==> config.mk <==
export PLATFORM = sky130hd
export DESIGN_NAME = cic_core
export DESIGN_NICKNAME = d
export VERILOG_FILES = /design/src/shared/cic_pkg.sv /design/src/core/cic_core.sv
export SDC_FILE = /design/constraint.sdc
export NUM_CORES = 1
export LEC_CHECK = 0
export ABC_AREA = 1
export BUFFER_PORTS_ARGS = -buffer_cell sky130_fd_sc_hd__buf_2
export CORE_MARGIN = 2
export CORE_UTILIZATION = 45
export DETAILED_ROUTE_END_ITERATION = 16
export MAX_ROUTING_LAYER = met4
export PLACE_DENSITY = 0.74
export SLEW_MARGIN = 20
export SYNTH_ARGS = -nofsm -noshare
export SYNTH_HDL_FRONTEND = slang
export SYNTH_SLANG_ARGS = --single-unit
==> constraint.sdc <==
create_clock -name pclk -period 1.7 [get_ports pclk]
set_clock_uncertainty 0.1 [all_clocks]
set_input_delay 0.17 -clock pclk [delete_from_list [all_inputs] [get_ports pclk]]
set_output_delay 0.17 -clock pclk [all_outputs]
set_load 0.1 [all_outputs]
==> src/shared/cic_pkg.sv <==
// Package for the core interrupt control block: map, fields, timing
`default_nettype none
package cic_pkg;
	// Register byte offsets on APB
	localparam logic [7:0] CIC_OFS_CTRL   = 8'h00;
	localparam logic [7:0] CIC_OFS_CFG    = 8'h04;
	localparam logic [7:0] CIC_OFS_PEN    = 8'h08;
	localparam logic [7:0] CIC_OFS_STATUS = 8'h0c;
	// Control register fields
	localparam int CIC_B_GIE  = 7;
	localparam int CIC_B_PERIPHERAL_IRQ_ENABLE = 6;
	localparam int CIC_B_TIMER0_OVERFLOW_IRQ_ENABLE = 5;
	localparam int CIC_B_EXIE = 4;
	localparam int CIC_B_PBIE = 3;
	localparam int CIC_B_TIMER0_OVERFLOW_FLAG = 2;
	localparam int CIC_B_EXIF = 1;
	localparam int CIC_B_PBIF = 0;
	localparam logic [7:0] CIC_CTRL_RESET = 8'h00;
	// Config register: edge select sits above the change mask
	localparam int CIC_B_EDGE = 8;
	localparam logic [7:0] CIC_MASK_RESET = 8'h00;
	// Vector and instruction-cycle timing
	localparam logic [12:0] CIC_VECTOR  = 13'h0004;
	localparam int          CIC_LAT_TCY = 3;
	localparam logic [1:0]  CIC_PH_Q1   = 2'h0;
	localparam logic [1:0]  CIC_PH_Q4   = 2'h3;
	// Vectoring sequence states
	typedef enum logic [2:0] {
		CIC_ST_RUN   = 3'b000,
		CIC_ST_FLUSH = 3'b001,
		CIC_ST_FILL  = 3'b010,
		CIC_ST_VEC   = 3'b011,
		CIC_ST_WAKE  = 3'b100
	} cic_state_type;
	// From the instruction sequencer
	typedef struct packed {
		logic        ret_from_irq;
		logic        sleep_active;
		logic [12:0] pc;
	} cic_seq_in_type;
	// To the instruction sequencer
	typedef struct packed {
		logic        flush;
		logic        push;
		logic        pop;
		logic        load_vec;
		logic        wake;
		logic [12:0] push_pc;
		logic [12:0] vector;
	} cic_seq_out_type;
endpackage
`default_nettype wire

==> src/core/cic_core.sv <==
// Core interrupt control: control register, vectoring, wake, APB slave
//
// Function
// - Synchronous event reaches vector in three cycles
// - Asynchronous event reaches vector in three-four cycles
// - Latency independent of executing instruction length
// - External flag set Q4-Q1, sampled each Q1; the code sets it in any phase
// - Only clockless sources may wake from sleep
// - Wake needs enables set before sleep
// - Wake vectors if global enable, else continues
// - Instruction after halt executes before vectoring
// - External pin edge triggered, polarity selectable
// - Valid external edge sets external flag
// - External vectoring needs global and pin enable
// - Entry saves only return program counter
// - Vectoring loads program counter with 0004h
// - Vectoring leaves upper holding register alone
// - Bit 7 is global enable
// - Bit 6 is peripheral enable
// - Bits 5-3 enable timer, pin, change
// - Bits 2,1 set by hardware, software clears
// - Bit 0 set on port change
// - Port change needs per-pin enable mask
// - Flags set regardless of control register enables
// - Reset leaves all interrupts disabled
// - Vectoring flushes, clears enable, pushes, loads
// - Return pops address and sets enable
// - Peripheral sources also need peripheral enable
`timescale 1ns/1ns
`default_nettype none
module cic_core #(
	parameter int                      PERIPH_N  = 8,
	parameter logic [PERIPH_N-1:0]     PERIPH_WK = '0
) (
	input  wire logic                  pclk,
	input  wire logic                  presetn,
	input  wire logic                  psel,
	input  wire logic                  penable,
	input  wire logic                  pwrite,
	input  wire logic [7:0]            paddr,
	input  wire logic [31:0]           pwdata,
	output logic [31:0]                prdata,
	output logic                       pready,
	output logic                       pslverr,
	input  wire logic                  timer0_rollover,
	input  wire logic                  ext_irq_pin,
	input  wire logic [7:0]            port_b_pins,
	input  wire logic [PERIPH_N-1:0]   periph_flags,
	input  wire cic_pkg::cic_seq_in_type  seq_in,
	output cic_pkg::cic_seq_out_type   seq_out
);
	import cic_pkg::*;

	// Refuse peripheral counts that the enable register cannot hold
	if (PERIPH_N < 1 || PERIPH_N > 16) begin : g_bad_periph_n
		$error("cic_core: PERIPH_N must be 1..16");
	end

	logic [7:3]          en_reg;
	logic [2:0]          flag_reg;
	logic [7:0]          ctrl_reg;
	logic [7:0]          mask_reg;
	logic                edge_reg;
	logic [PERIPH_N-1:0] pen_reg;
	logic [1:0]          phase_reg;
	cic_state_type       state_reg;
	logic                ext_s1_reg, ext_s2_reg, ext_s3_reg;
	logic [7:0]          pb_s1_reg, pb_s2_reg, pb_s3_reg;
	logic                sleep_prev_reg;
	logic [2:0]          wake_en_reg;
	logic [PERIPH_N-1:0] wake_pen_reg;
	logic                q1;
	logic                wr_en, rd_en, hit;
	logic                ext_edge, pb_change;
	logic                core_any, periph_any, irq_req;
	logic                wake_any;
	logic [31:0]         rd_mux;

	// Enables and flags live in separate processes; one view for reads
	assign ctrl_reg = {en_reg, flag_reg};

	// Four clock phases form one instruction cycle
	always_ff @(posedge pclk or negedge presetn) begin
		if (!presetn)
			phase_reg <= CIC_PH_Q1;
		else
			phase_reg <= phase_reg + 2'h1;
	end
	assign q1 = (phase_reg == CIC_PH_Q1);

	// Pin synchronisers; third stage only feeds edge detection
	always_ff @(posedge pclk or negedge presetn) begin
		if (!presetn) begin
			ext_s1_reg <= 1'b0;
			ext_s2_reg <= 1'b0;
			ext_s3_reg <= 1'b0;
			pb_s1_reg  <= 8'h00;
			pb_s2_reg  <= 8'h00;
			pb_s3_reg  <= 8'h00;
		end else begin
			ext_s1_reg <= ext_irq_pin;
			ext_s2_reg <= ext_s1_reg;
			ext_s3_reg <= ext_s2_reg;
			pb_s1_reg  <= port_b_pins;
			pb_s2_reg  <= pb_s1_reg;
			pb_s3_reg  <= pb_s2_reg;
		end
	end

	// Selected edge on the external pin
	assign ext_edge = edge_reg ? (ext_s2_reg & ~ext_s3_reg)
	                           : (~ext_s2_reg & ext_s3_reg);
	// Only pins whose change enable is set count
	assign pb_change = |((pb_s2_reg ^ pb_s3_reg) & mask_reg);

	// APB decode; every access finishes in its first access cycle
	assign hit   = (paddr == CIC_OFS_CTRL) || (paddr == CIC_OFS_CFG) ||
	               (paddr == CIC_OFS_PEN) || (paddr == CIC_OFS_STATUS);
	assign wr_en = psel & penable & pwrite & hit;
	assign rd_en = psel & ~penable & ~pwrite;
	assign pready  = 1'b1;
	assign pslverr = psel & penable & ~hit;

	// Enable bits in the control register
	always_ff @(posedge pclk or negedge presetn) begin
		if (!presetn) begin
			en_reg <= CIC_CTRL_RESET[7:3];
		end else begin
			if (wr_en && paddr == CIC_OFS_CTRL)
				en_reg <= pwdata[7:3];
			// Hardware takes the global enable over a same-cycle write
			if (seq_out.flush)
				en_reg[CIC_B_GIE] <= 1'b0;
			else if (seq_in.ret_from_irq)
				en_reg[CIC_B_GIE] <= 1'b1;
		end
	end

	// Flags: hardware set wins over a software clear in the same cycle
	always_ff @(posedge pclk or negedge presetn) begin
		if (!presetn) begin
			flag_reg <= CIC_CTRL_RESET[2:0];
		end else begin
			if (wr_en && paddr == CIC_OFS_CTRL)
				flag_reg <= pwdata[2:0];
			// Set whatever the enables say
			if (timer0_rollover)
				flag_reg[CIC_B_TIMER0_OVERFLOW_FLAG] <= 1'b1;
			if (ext_edge)
				flag_reg[CIC_B_EXIF] <= 1'b1;
			if (pb_change)
				flag_reg[CIC_B_PBIF] <= 1'b1;
		end
	end

	// Configuration and peripheral enable registers
	always_ff @(posedge pclk or negedge presetn) begin
		if (!presetn) begin
			mask_reg <= CIC_MASK_RESET;
			edge_reg <= 1'b0;
			pen_reg  <= '0;
		end else begin
			if (wr_en && paddr == CIC_OFS_CFG) begin
				mask_reg <= pwdata[7:0];
				edge_reg <= pwdata[CIC_B_EDGE];
			end
			if (wr_en && paddr == CIC_OFS_PEN)
				pen_reg <= pwdata[PERIPH_N-1:0];
		end
	end

	// Request combination of flags and enables
	assign core_any =
		(ctrl_reg[CIC_B_TIMER0_OVERFLOW_FLAG] & ctrl_reg[CIC_B_TIMER0_OVERFLOW_IRQ_ENABLE]) |
		(ctrl_reg[CIC_B_EXIF] & ctrl_reg[CIC_B_EXIE]) |
		(ctrl_reg[CIC_B_PBIF] & ctrl_reg[CIC_B_PBIE]);
	assign periph_any = ctrl_reg[CIC_B_PERIPHERAL_IRQ_ENABLE] &
		(|(periph_flags & pen_reg));
	assign irq_req = ctrl_reg[CIC_B_GIE] &
		(core_any | periph_any);

	// Enables captured as sleep begins; only these may wake
	always_ff @(posedge pclk or negedge presetn) begin
		if (!presetn) begin
			sleep_prev_reg <= 1'b0;
			wake_en_reg    <= 3'h0;
			wake_pen_reg   <= '0;
		end else begin
			sleep_prev_reg <= seq_in.sleep_active;
			if (seq_in.sleep_active && !sleep_prev_reg) begin
				wake_en_reg  <= {ctrl_reg[CIC_B_EXIE],
				                 ctrl_reg[CIC_B_PBIE],
				                 ctrl_reg[CIC_B_PERIPHERAL_IRQ_ENABLE]};
				wake_pen_reg <= pen_reg & PERIPH_WK;
			end
		end
	end

	// Timer0 needs the system clock, so it never wakes the core
	assign wake_any = seq_in.sleep_active & sleep_prev_reg & (
		(ctrl_reg[CIC_B_EXIF] & wake_en_reg[2]) |
		(ctrl_reg[CIC_B_PBIF] & wake_en_reg[1]) |
		(wake_en_reg[0] & |(periph_flags & wake_pen_reg)));

	// Vectoring sequence, stepping only at Q1 so that the
	// instruction in flight never changes the latency
	always_ff @(posedge pclk or negedge presetn) begin
		if (!presetn) begin
			state_reg <= CIC_ST_RUN;
		end else if (q1) begin
			case (state_reg)
				CIC_ST_RUN: begin
					if (wake_any && ctrl_reg[CIC_B_GIE])
						state_reg <= CIC_ST_WAKE;
					else if (irq_req && !seq_in.sleep_active)
						state_reg <= CIC_ST_FLUSH;
				end
				CIC_ST_WAKE:  state_reg <= CIC_ST_FLUSH;
				CIC_ST_FLUSH: state_reg <= CIC_ST_FILL;
				CIC_ST_FILL:  state_reg <= CIC_ST_VEC;
				CIC_ST_VEC:   state_reg <= CIC_ST_RUN;
				default:      state_reg <= CIC_ST_RUN;
			endcase
		end
	end

	// Sequencer outputs, registered; flush, push and load_vec last one pclk, pop and wake follow their inputs
	always_ff @(posedge pclk or negedge presetn) begin
		if (!presetn) begin
			seq_out <= '0;
		end else begin
			// A wake entry flushes after the extra cycle in WAKE
			seq_out.flush    <= q1 && ((state_reg == CIC_ST_RUN &&
			                    irq_req && !seq_in.sleep_active &&
			                    !wake_any) ||
			                    state_reg == CIC_ST_WAKE);
			seq_out.push     <= 1'b0;
			seq_out.load_vec <= 1'b0;
			seq_out.pop      <= seq_in.ret_from_irq;
			seq_out.wake     <= wake_any;
			seq_out.vector   <= CIC_VECTOR;
			if (seq_out.flush) begin
				// Only the return address is saved
				seq_out.push    <= 1'b1;
				seq_out.push_pc <= seq_in.pc;
			end
			// Upper holding register is never driven from here
			if (q1 && state_reg == CIC_ST_FILL)
				seq_out.load_vec <= 1'b1;
		end
	end

	// Read data path, registered for the access cycle
	always_comb begin
		rd_mux = 32'h0000_0000;
		case (paddr)
			CIC_OFS_CTRL:   rd_mux[7:0] = ctrl_reg;
			CIC_OFS_CFG:    rd_mux[8:0] = {edge_reg, mask_reg};
			CIC_OFS_PEN:    rd_mux[PERIPH_N-1:0] = pen_reg;
			CIC_OFS_STATUS: rd_mux[5:0] = {wake_any, irq_req,
			                  seq_in.sleep_active, state_reg};
			default:        rd_mux = 32'h0000_0000;
		endcase
	end

	always_ff @(posedge pclk or negedge presetn) begin
		if (!presetn)
			prdata <= 32'h0000_0000;
		else if (rd_en)
			prdata <= rd_mux;
	end
endmodule
`default_nettype wire

==> reports/qor.yml, run 1 <==
outcome: "finished clean"
die_w_microns: 97.69
clockRootBuffer: "clkbuf_8"
drt-total-wl_microns: 8163
fmax_mhz: 649.0
post-cts-setup-buffer-count: 0
clock_power_share: 0.302
antenna_found_initial: 0
synth_top_area_frac: 0.5575
start_kind: "flop"
power.density_mw_per_mm2: 937.4
p_sw_frac: 0.3450
ys_seq_area_frac: 0.5575
cp.required_ns: 1.43
clock-sinks: 88
grt_max_degree: 41
cts_tree: "yes"
initial_core_util: 0.4574
slowest_delay_ns: 0.53
first_iter_violations: 214
fin_area_sq_mm: 0.004976
htreeDepth: 3
fin_cells: 687
regToRegStartpoint: "pen_reg[3]"
ys_seq_elements: 88
syn_to_final_growth_pct: 25.97
hold_violations: 0
async_flop_share: 1.000
leakagePower_nw: 2.662
dp_cells: 636
cp_slowest_cell: "dfrtp_2"
crit_chain: "clkbuf_4"
yosysUniqueCellTypes: 33
synth_warnings: 0
core_area_sq_mm: 0.008636
pin_count: 143
dieArea_sq_mm: 0.009543
grt_pass1_vias: 2958
setup.reg_to_reg.worst_slack_ns: 0.27
track_usage: 0.1827
largestRegisters: "seq_out (19), prdata (9)"
fill_cells: 739
synth-edff-count: 0
num_rows: 34
netlist_instances: 444
max-cap-violations: 0
holdPathEnd: "prdata[7]"
drive_gt1_frac: 0.2314
p_int_mw: 3.055
dpl_cell_area_sq_mm: 0.004428
place_congestion: 0.8464
fin_crit_sh: 0.9064
switching_power_mw: 1.609
cp_num_buf_inv: 1
final_max_slew_viol_count: 0
fin_hold_ws_ns: 0.1197
regMostFlops: "seq_out"
synth_top_cell_by_area: "dfrtp_1"
hold_class: "in -> reg"
ant_nets: 0
cp_top_family: "flip-flops"
rsz0062_at_grt: "no"
vias: 3141
min_period_ns: 1.541
port-buffer-count: 83
worstHoldStart: "pwrite"
worstPathArrival_ns: 1.27
n_antenna_cell: 0
peakVddDrop_mv: 0.8043
insertion_delay_ns: 0.35
comb_power_share: 0.216
grt_pass1_wl_microns: 13670
clk_pin_slew_ns: 0.09
whs_path_depth: 4
largest_reg_flops: 19
cts_buffers: 9
syn_area_per_cell_sq_um: 8.896
fin_util: 0.5762
viasPerCell: 4.572
worst-path-max-fanout: 16
cp-end-kind: "output port"
worstSetupPathType: "reg -> out"
setup_violations: 0
grt_overflow: 0
synth_flop_cell: "dfrtp_1"
dp_hpwl_microns: 5918
total_power_mw: 4.665
seq_power_share: 0.482
clockBufferDepth: 2
drc_errors: 0
syn_area_sq_mm: 0.003950
wire_per_inst_microns: 11.88
nets: 653
synth_area_leaders: "dfrtp_1, nand2_1, buf_4"
reg2reg_depth: 10
timing.rr.end: "state_reg[0]"
dr.pass1.iters: 4
dieHeight_microns: 97.69
final cells by class:
class                      count  area [sq um]  share of cell area
timing repair buffer         125         850.8              0.1710
sequential                    88          2203              0.4428
clock inverter                 7         71.32             0.01433
tap                          108         135.1             0.02716
multi-input combinational    304          1419              0.2851
inverter                      46         172.7             0.03470
clock buffer                   9         123.9             0.02489
worst register-to-register path, cell delays in order (launching register included):
cell and delay [ns]:
dfrtp_1 0.41, nand2_1 0.07, nand2_1 0.05, nor2_1 0.13, nand2_1 0.06, nand2_1 0.07
nand2_1 0.07, nand3_1 0.10, nand2_1 0.11, nand3_1 0.09, nand2_1 0.05
cell usage in the layout (no fill, tap or decap), types with 2 or more instances in the layout:
master and count:
clkinvlp_4 3, clkinv_2 2, dlygate4sd3_1 35, clkbuf_8 9, nor2_2 2, buf_12 2
inv_1 43, nand2_1 158, inv_2 2, nand3_1 17, nand4_1 3, nor4_1 2
nor2_1 12, dfrtp_1 87, buf_2 80, nor2_4 4, o22ai_1 2, conb_1 37
nand2_4 3, a21oi_1 8, o21ai_2 8, o21ai_1 26, o21ai_0 9, buf_4 7
nand3_2 2
cell families (layout without fill, tap and decap cells):
family,after synthesis,after routing,share of synthesized area
other cells,2,37,0.001901
simple gates,212,212,0.2404
flops,88,88,0.5575
buf+inv,87,187,0.1194
compound gates,54,54,0.07760
fa+ha+maj,1,1,0.003167
power groups by stage:
stage                     registers (mW)  logic [mW]  clock network [mW]
after floorplan                     2.50       0.586                   0
final                               2.25        1.01                1.41
after detailed placement            2.29       0.946                   0
after CTS                           2.25        1.01                1.46
after global placement              2.28       0.926                   0
after global routing                2.26        1.07                1.55
worst max path at each step:
stage,start,end,slack [ns],depth (start not counted)
final,seq_out[30],seq_out[30],0.16,1
after global routing,seq_out[30],seq_out[30],0.07,1
after CTS,seq_out[30],seq_out[30],0.04,1
after detailed placement,paddr[5],flag_reg[2],0.07,9
after global placement,paddr[7],flag_reg[2],0.08,9
after floorplan,paddr[7],pslverr,-0.002,6
per-stage QoR:
step                      setup slack, ns   TNS [ns]
after global placement            0.08486          0
after CTS                         0.04159          0
final                              0.1591          0
after floorplan                 -0.002481  -0.002481
after detailed placement          0.06981          0
after global routing              0.06540          0
cell usage after synthesis (3+ instances only):
cell type / number
a21oi_1: 8
buf_4: 36
dfrtp_1: 88
inv_1: 43
nand2_1: 158
nand2_4: 3
nand3_1: 17
nand4_1: 3
nor2_1: 12
nor2_4: 4
o21ai_0: 9
o21ai_1: 26
o21ai_2: 8
repair_timing:
item,CTS,global route
gates resized for setup,0,1
hold buffers,35,0
setup endpoints to repair,0,1
endpoints found under the hold margin,71,0
routing by layer:
| layer | up-vias | GRT usage | routed length (microns) |
|---|---|---|---|
| met5 | - | - | 0 |
| met4 | 0 | 0.03526 | 61 |
| met3 | 8 | 0.03885 | 443 |
| met2 | 108 | 0.2955 | 3975 |
| met1 | 1451 | 0.2424 | 3683 |
| li1 | 1574 | - | - |
No activity file was read; power rests on OpenSTA's default activity.
==> run 2, diff against run 1 <==
Settings changed: CORE_UTILIZATION 45 to 50, PLACE_DENSITY 0.74 to 0.8.
==> run 2 against run 1 <==
Compared with the run above: die area down 9.6%; clock power grew 9%; register-to-register slack lost 0.02 ns; sequential share of layout area decreased by 0.24 points; maximum frequency decreased by 3.0%; cell area increased by 0.55%; core utilization rose by 7.5 points; setup slack worse by 0.048 ns; clock-buffer cell count rose by 2; sequential power is essentially flat; largest power group unchanged.
==> reports/qor.yml, run 2 (synthesis results as in run 1) <==
track_usage: 0.2108  # +0.02809
cp-end-kind: "flop"
cp_top_family: "buffers and inverters"
worst-path-max-fanout: 17  # +1
syn_to_final_growth_pct: 26.67
peakVddDrop_mv: 0.6193  # -23%
port-buffer-count: 83  # unchanged
layout_setup_ws_ns: 0.1109  # -0.04821 ns
clockBufferDepth: 2  # unchanged
fin_crit_sh: 0.9347  # +0.02836
regMostFlops: "seq_out"
pin_count: 143  # unchanged
mostFrequentLayoutCells: "nand2_1, dfrtp_1, buf_2"
grt_max_degree: 43  # +4.9%
fin_hold_ws_ns: 0.01972  # -0.1000 ns
slowest_delay_ns: 0.52  # about the same
num_rows: 32  # -5.9%
clock-sinks: 88  # unchanged
wire_per_inst_microns: 12.35  # +3.9%
final_max_slew_viol_count: 0  # unchanged
outcome: "finished clean"
ant_nets: 0  # unchanged
drive_gt1_frac: 0.2289  # -0.002518
grt_pass1_vias: 3091  # +4.5%
leakagePower_nw: 2.682  # +0.76%
fill_cells: 622  # -16%
min_period_ns: 1.589  # +0.04821 ns
vias: 3235  # +3.0%
fmax_mhz: 629.3  # -3.0%
rsz0062_at_grt: "no"
cp.required_ns: 1.87  # +0.44 ns
drt-total-wl_microns: 8434  # +3.3%
cts_buffers: 9  # unchanged
grt_overflow: 0  # unchanged
largest_reg_flops: 19  # unchanged
cp_num_buf_inv: 3  # +2
hold_class: "in -> reg"
worstSetupPathType: "in -> reg"
clk_pin_slew_ns: 0.09  # about the same
clockRootBuffer: "clkbuf_8"
dieArea_sq_mm: 0.008627  # -9.6%
first_iter_violations: 291  # +36%
htreeDepth: 3  # unchanged
initial_core_util: 0.5138  # +0.05643
dr.pass1.iters: 4  # unchanged
grt_pass1_wl_microns: 13940  # +2.0%
start_kind: "primary input"
viasPerCell: 4.736  # +3.6%
worstPathArrival_ns: 1.76  # +0.49 ns
drc_errors: 0  # unchanged
crit_chain: "dlygate4sd3_1 -> buf_2 -> and3_1 -> nand3_4 -> buf_4 -> o21ai_2"
max-cap-violations: 0  # unchanged
insertion_delay_ns: 0.34  # about the same
cp_slowest_cell: "dlygate4sd3_1"
place_ws_ns: 0.009216  # -0.06059 ns
fin_util: 0.6509  # +0.07467
hold_violations: 0  # unchanged
largestRegisters: "seq_out (19), prdata (9)"
nets: 655  # +0.31%
n_antenna_cell: 0  # unchanged
die_w_microns: 92.88  # -4.9%
total_power_mw: 4.809  # +3.1%
setup_violations: 0  # unchanged
dp_hpwl_microns: 5964  # +0.77%
dieHeight_microns: 92.88  # -4.9%
power.density_mw_per_mm2: 961.2  # +2.5%
tns_ns: 0  # unchanged
cts_tree: "yes"
post-cts-setup-buffer-count: 0  # unchanged
final_common_cell: "nand2_1"
place_congestion: 0.8470  # about the same
core_area_sq_mm: 0.007687  # -11%
antenna_found_initial: 0  # unchanged
## run 2: path summary, 6_finish.rpt
check | startpoint | endpoint | slack, ns | cells after the start
min in group asynchronous | presetn | pb_s1_reg[5] | 0.17 | 2
max in group asynchronous | presetn | mask_reg[7] | 0.76 | 3
min | penable | prdata[6] | 0.02 | 4
max reg2reg | pen_reg[3] | state_reg[0] | 0.25 | 11
min reg2reg | pb_s1_reg[4] | pb_s2_reg[4] | 0.25 | 0
max | pwrite | mask_reg[5] | 0.11 | 6
## run 2: power by group
| part | leakage (nW) | total, mW | internal [mW] | switching (mW) |
|---|---|---|---|---|
| registers | 1.09 | 2.25 | 2.18 | 0.0707 |
| clock network | 0.104 | 1.54 | 0.830 | 0.715 |
| logic | 1.49 | 1.02 | 0.200 | 0.815 |
| total | 2.68 | 4.81 | 3.21 | 1.60 |
## run 2: cell type report
type	count	area [sq um]	area share
inverters	46	172.7	0.03451
clock inverters	5	81.33	0.01625
flip-flops and latches	88	2203	0.4404
multi-input cells	304	1419	0.2836
clock buffers	11	131.4	0.02626
repair buffers	127	868.3	0.1735
well taps	102	127.6	0.02551
## run 2: worst register-to-register path, delay by kind of cell, from the launching register on
kind	cells	cell delay (ns)
and+or+nand+nor	11	0.88
DFF	1	0.41
## run 2: per-layer routing
| layer | track usage | share of wire |
|---|---|---|
| met3 | 0.04231 | 0.058 |
| met4 | 0.05637 | 0.0045 |
| met1 | 0.2692 | 0.44 |
| met2 | 0.3472 | 0.50 |
| met5 | - | 0 |
## run 2: metrics by stage
stage / cells / cell area [sq um]
5_1_grt: 683 / 5004
3_5_place_dp: 631 / 4428
4_1_cts: 683 / 5001
6_report: 683 / 5004
2_1_floorplan: 479 / 4094
3_3_place_gp: 631 / 4428
## run 2: repair_timing
item / 4_1_cts / 5_1_grt
hold buffers: 36 / 0
setup endpoints to repair: 0 / 1
resized for setup: 0 / 1
hold endpoints to repair: 109 / 0
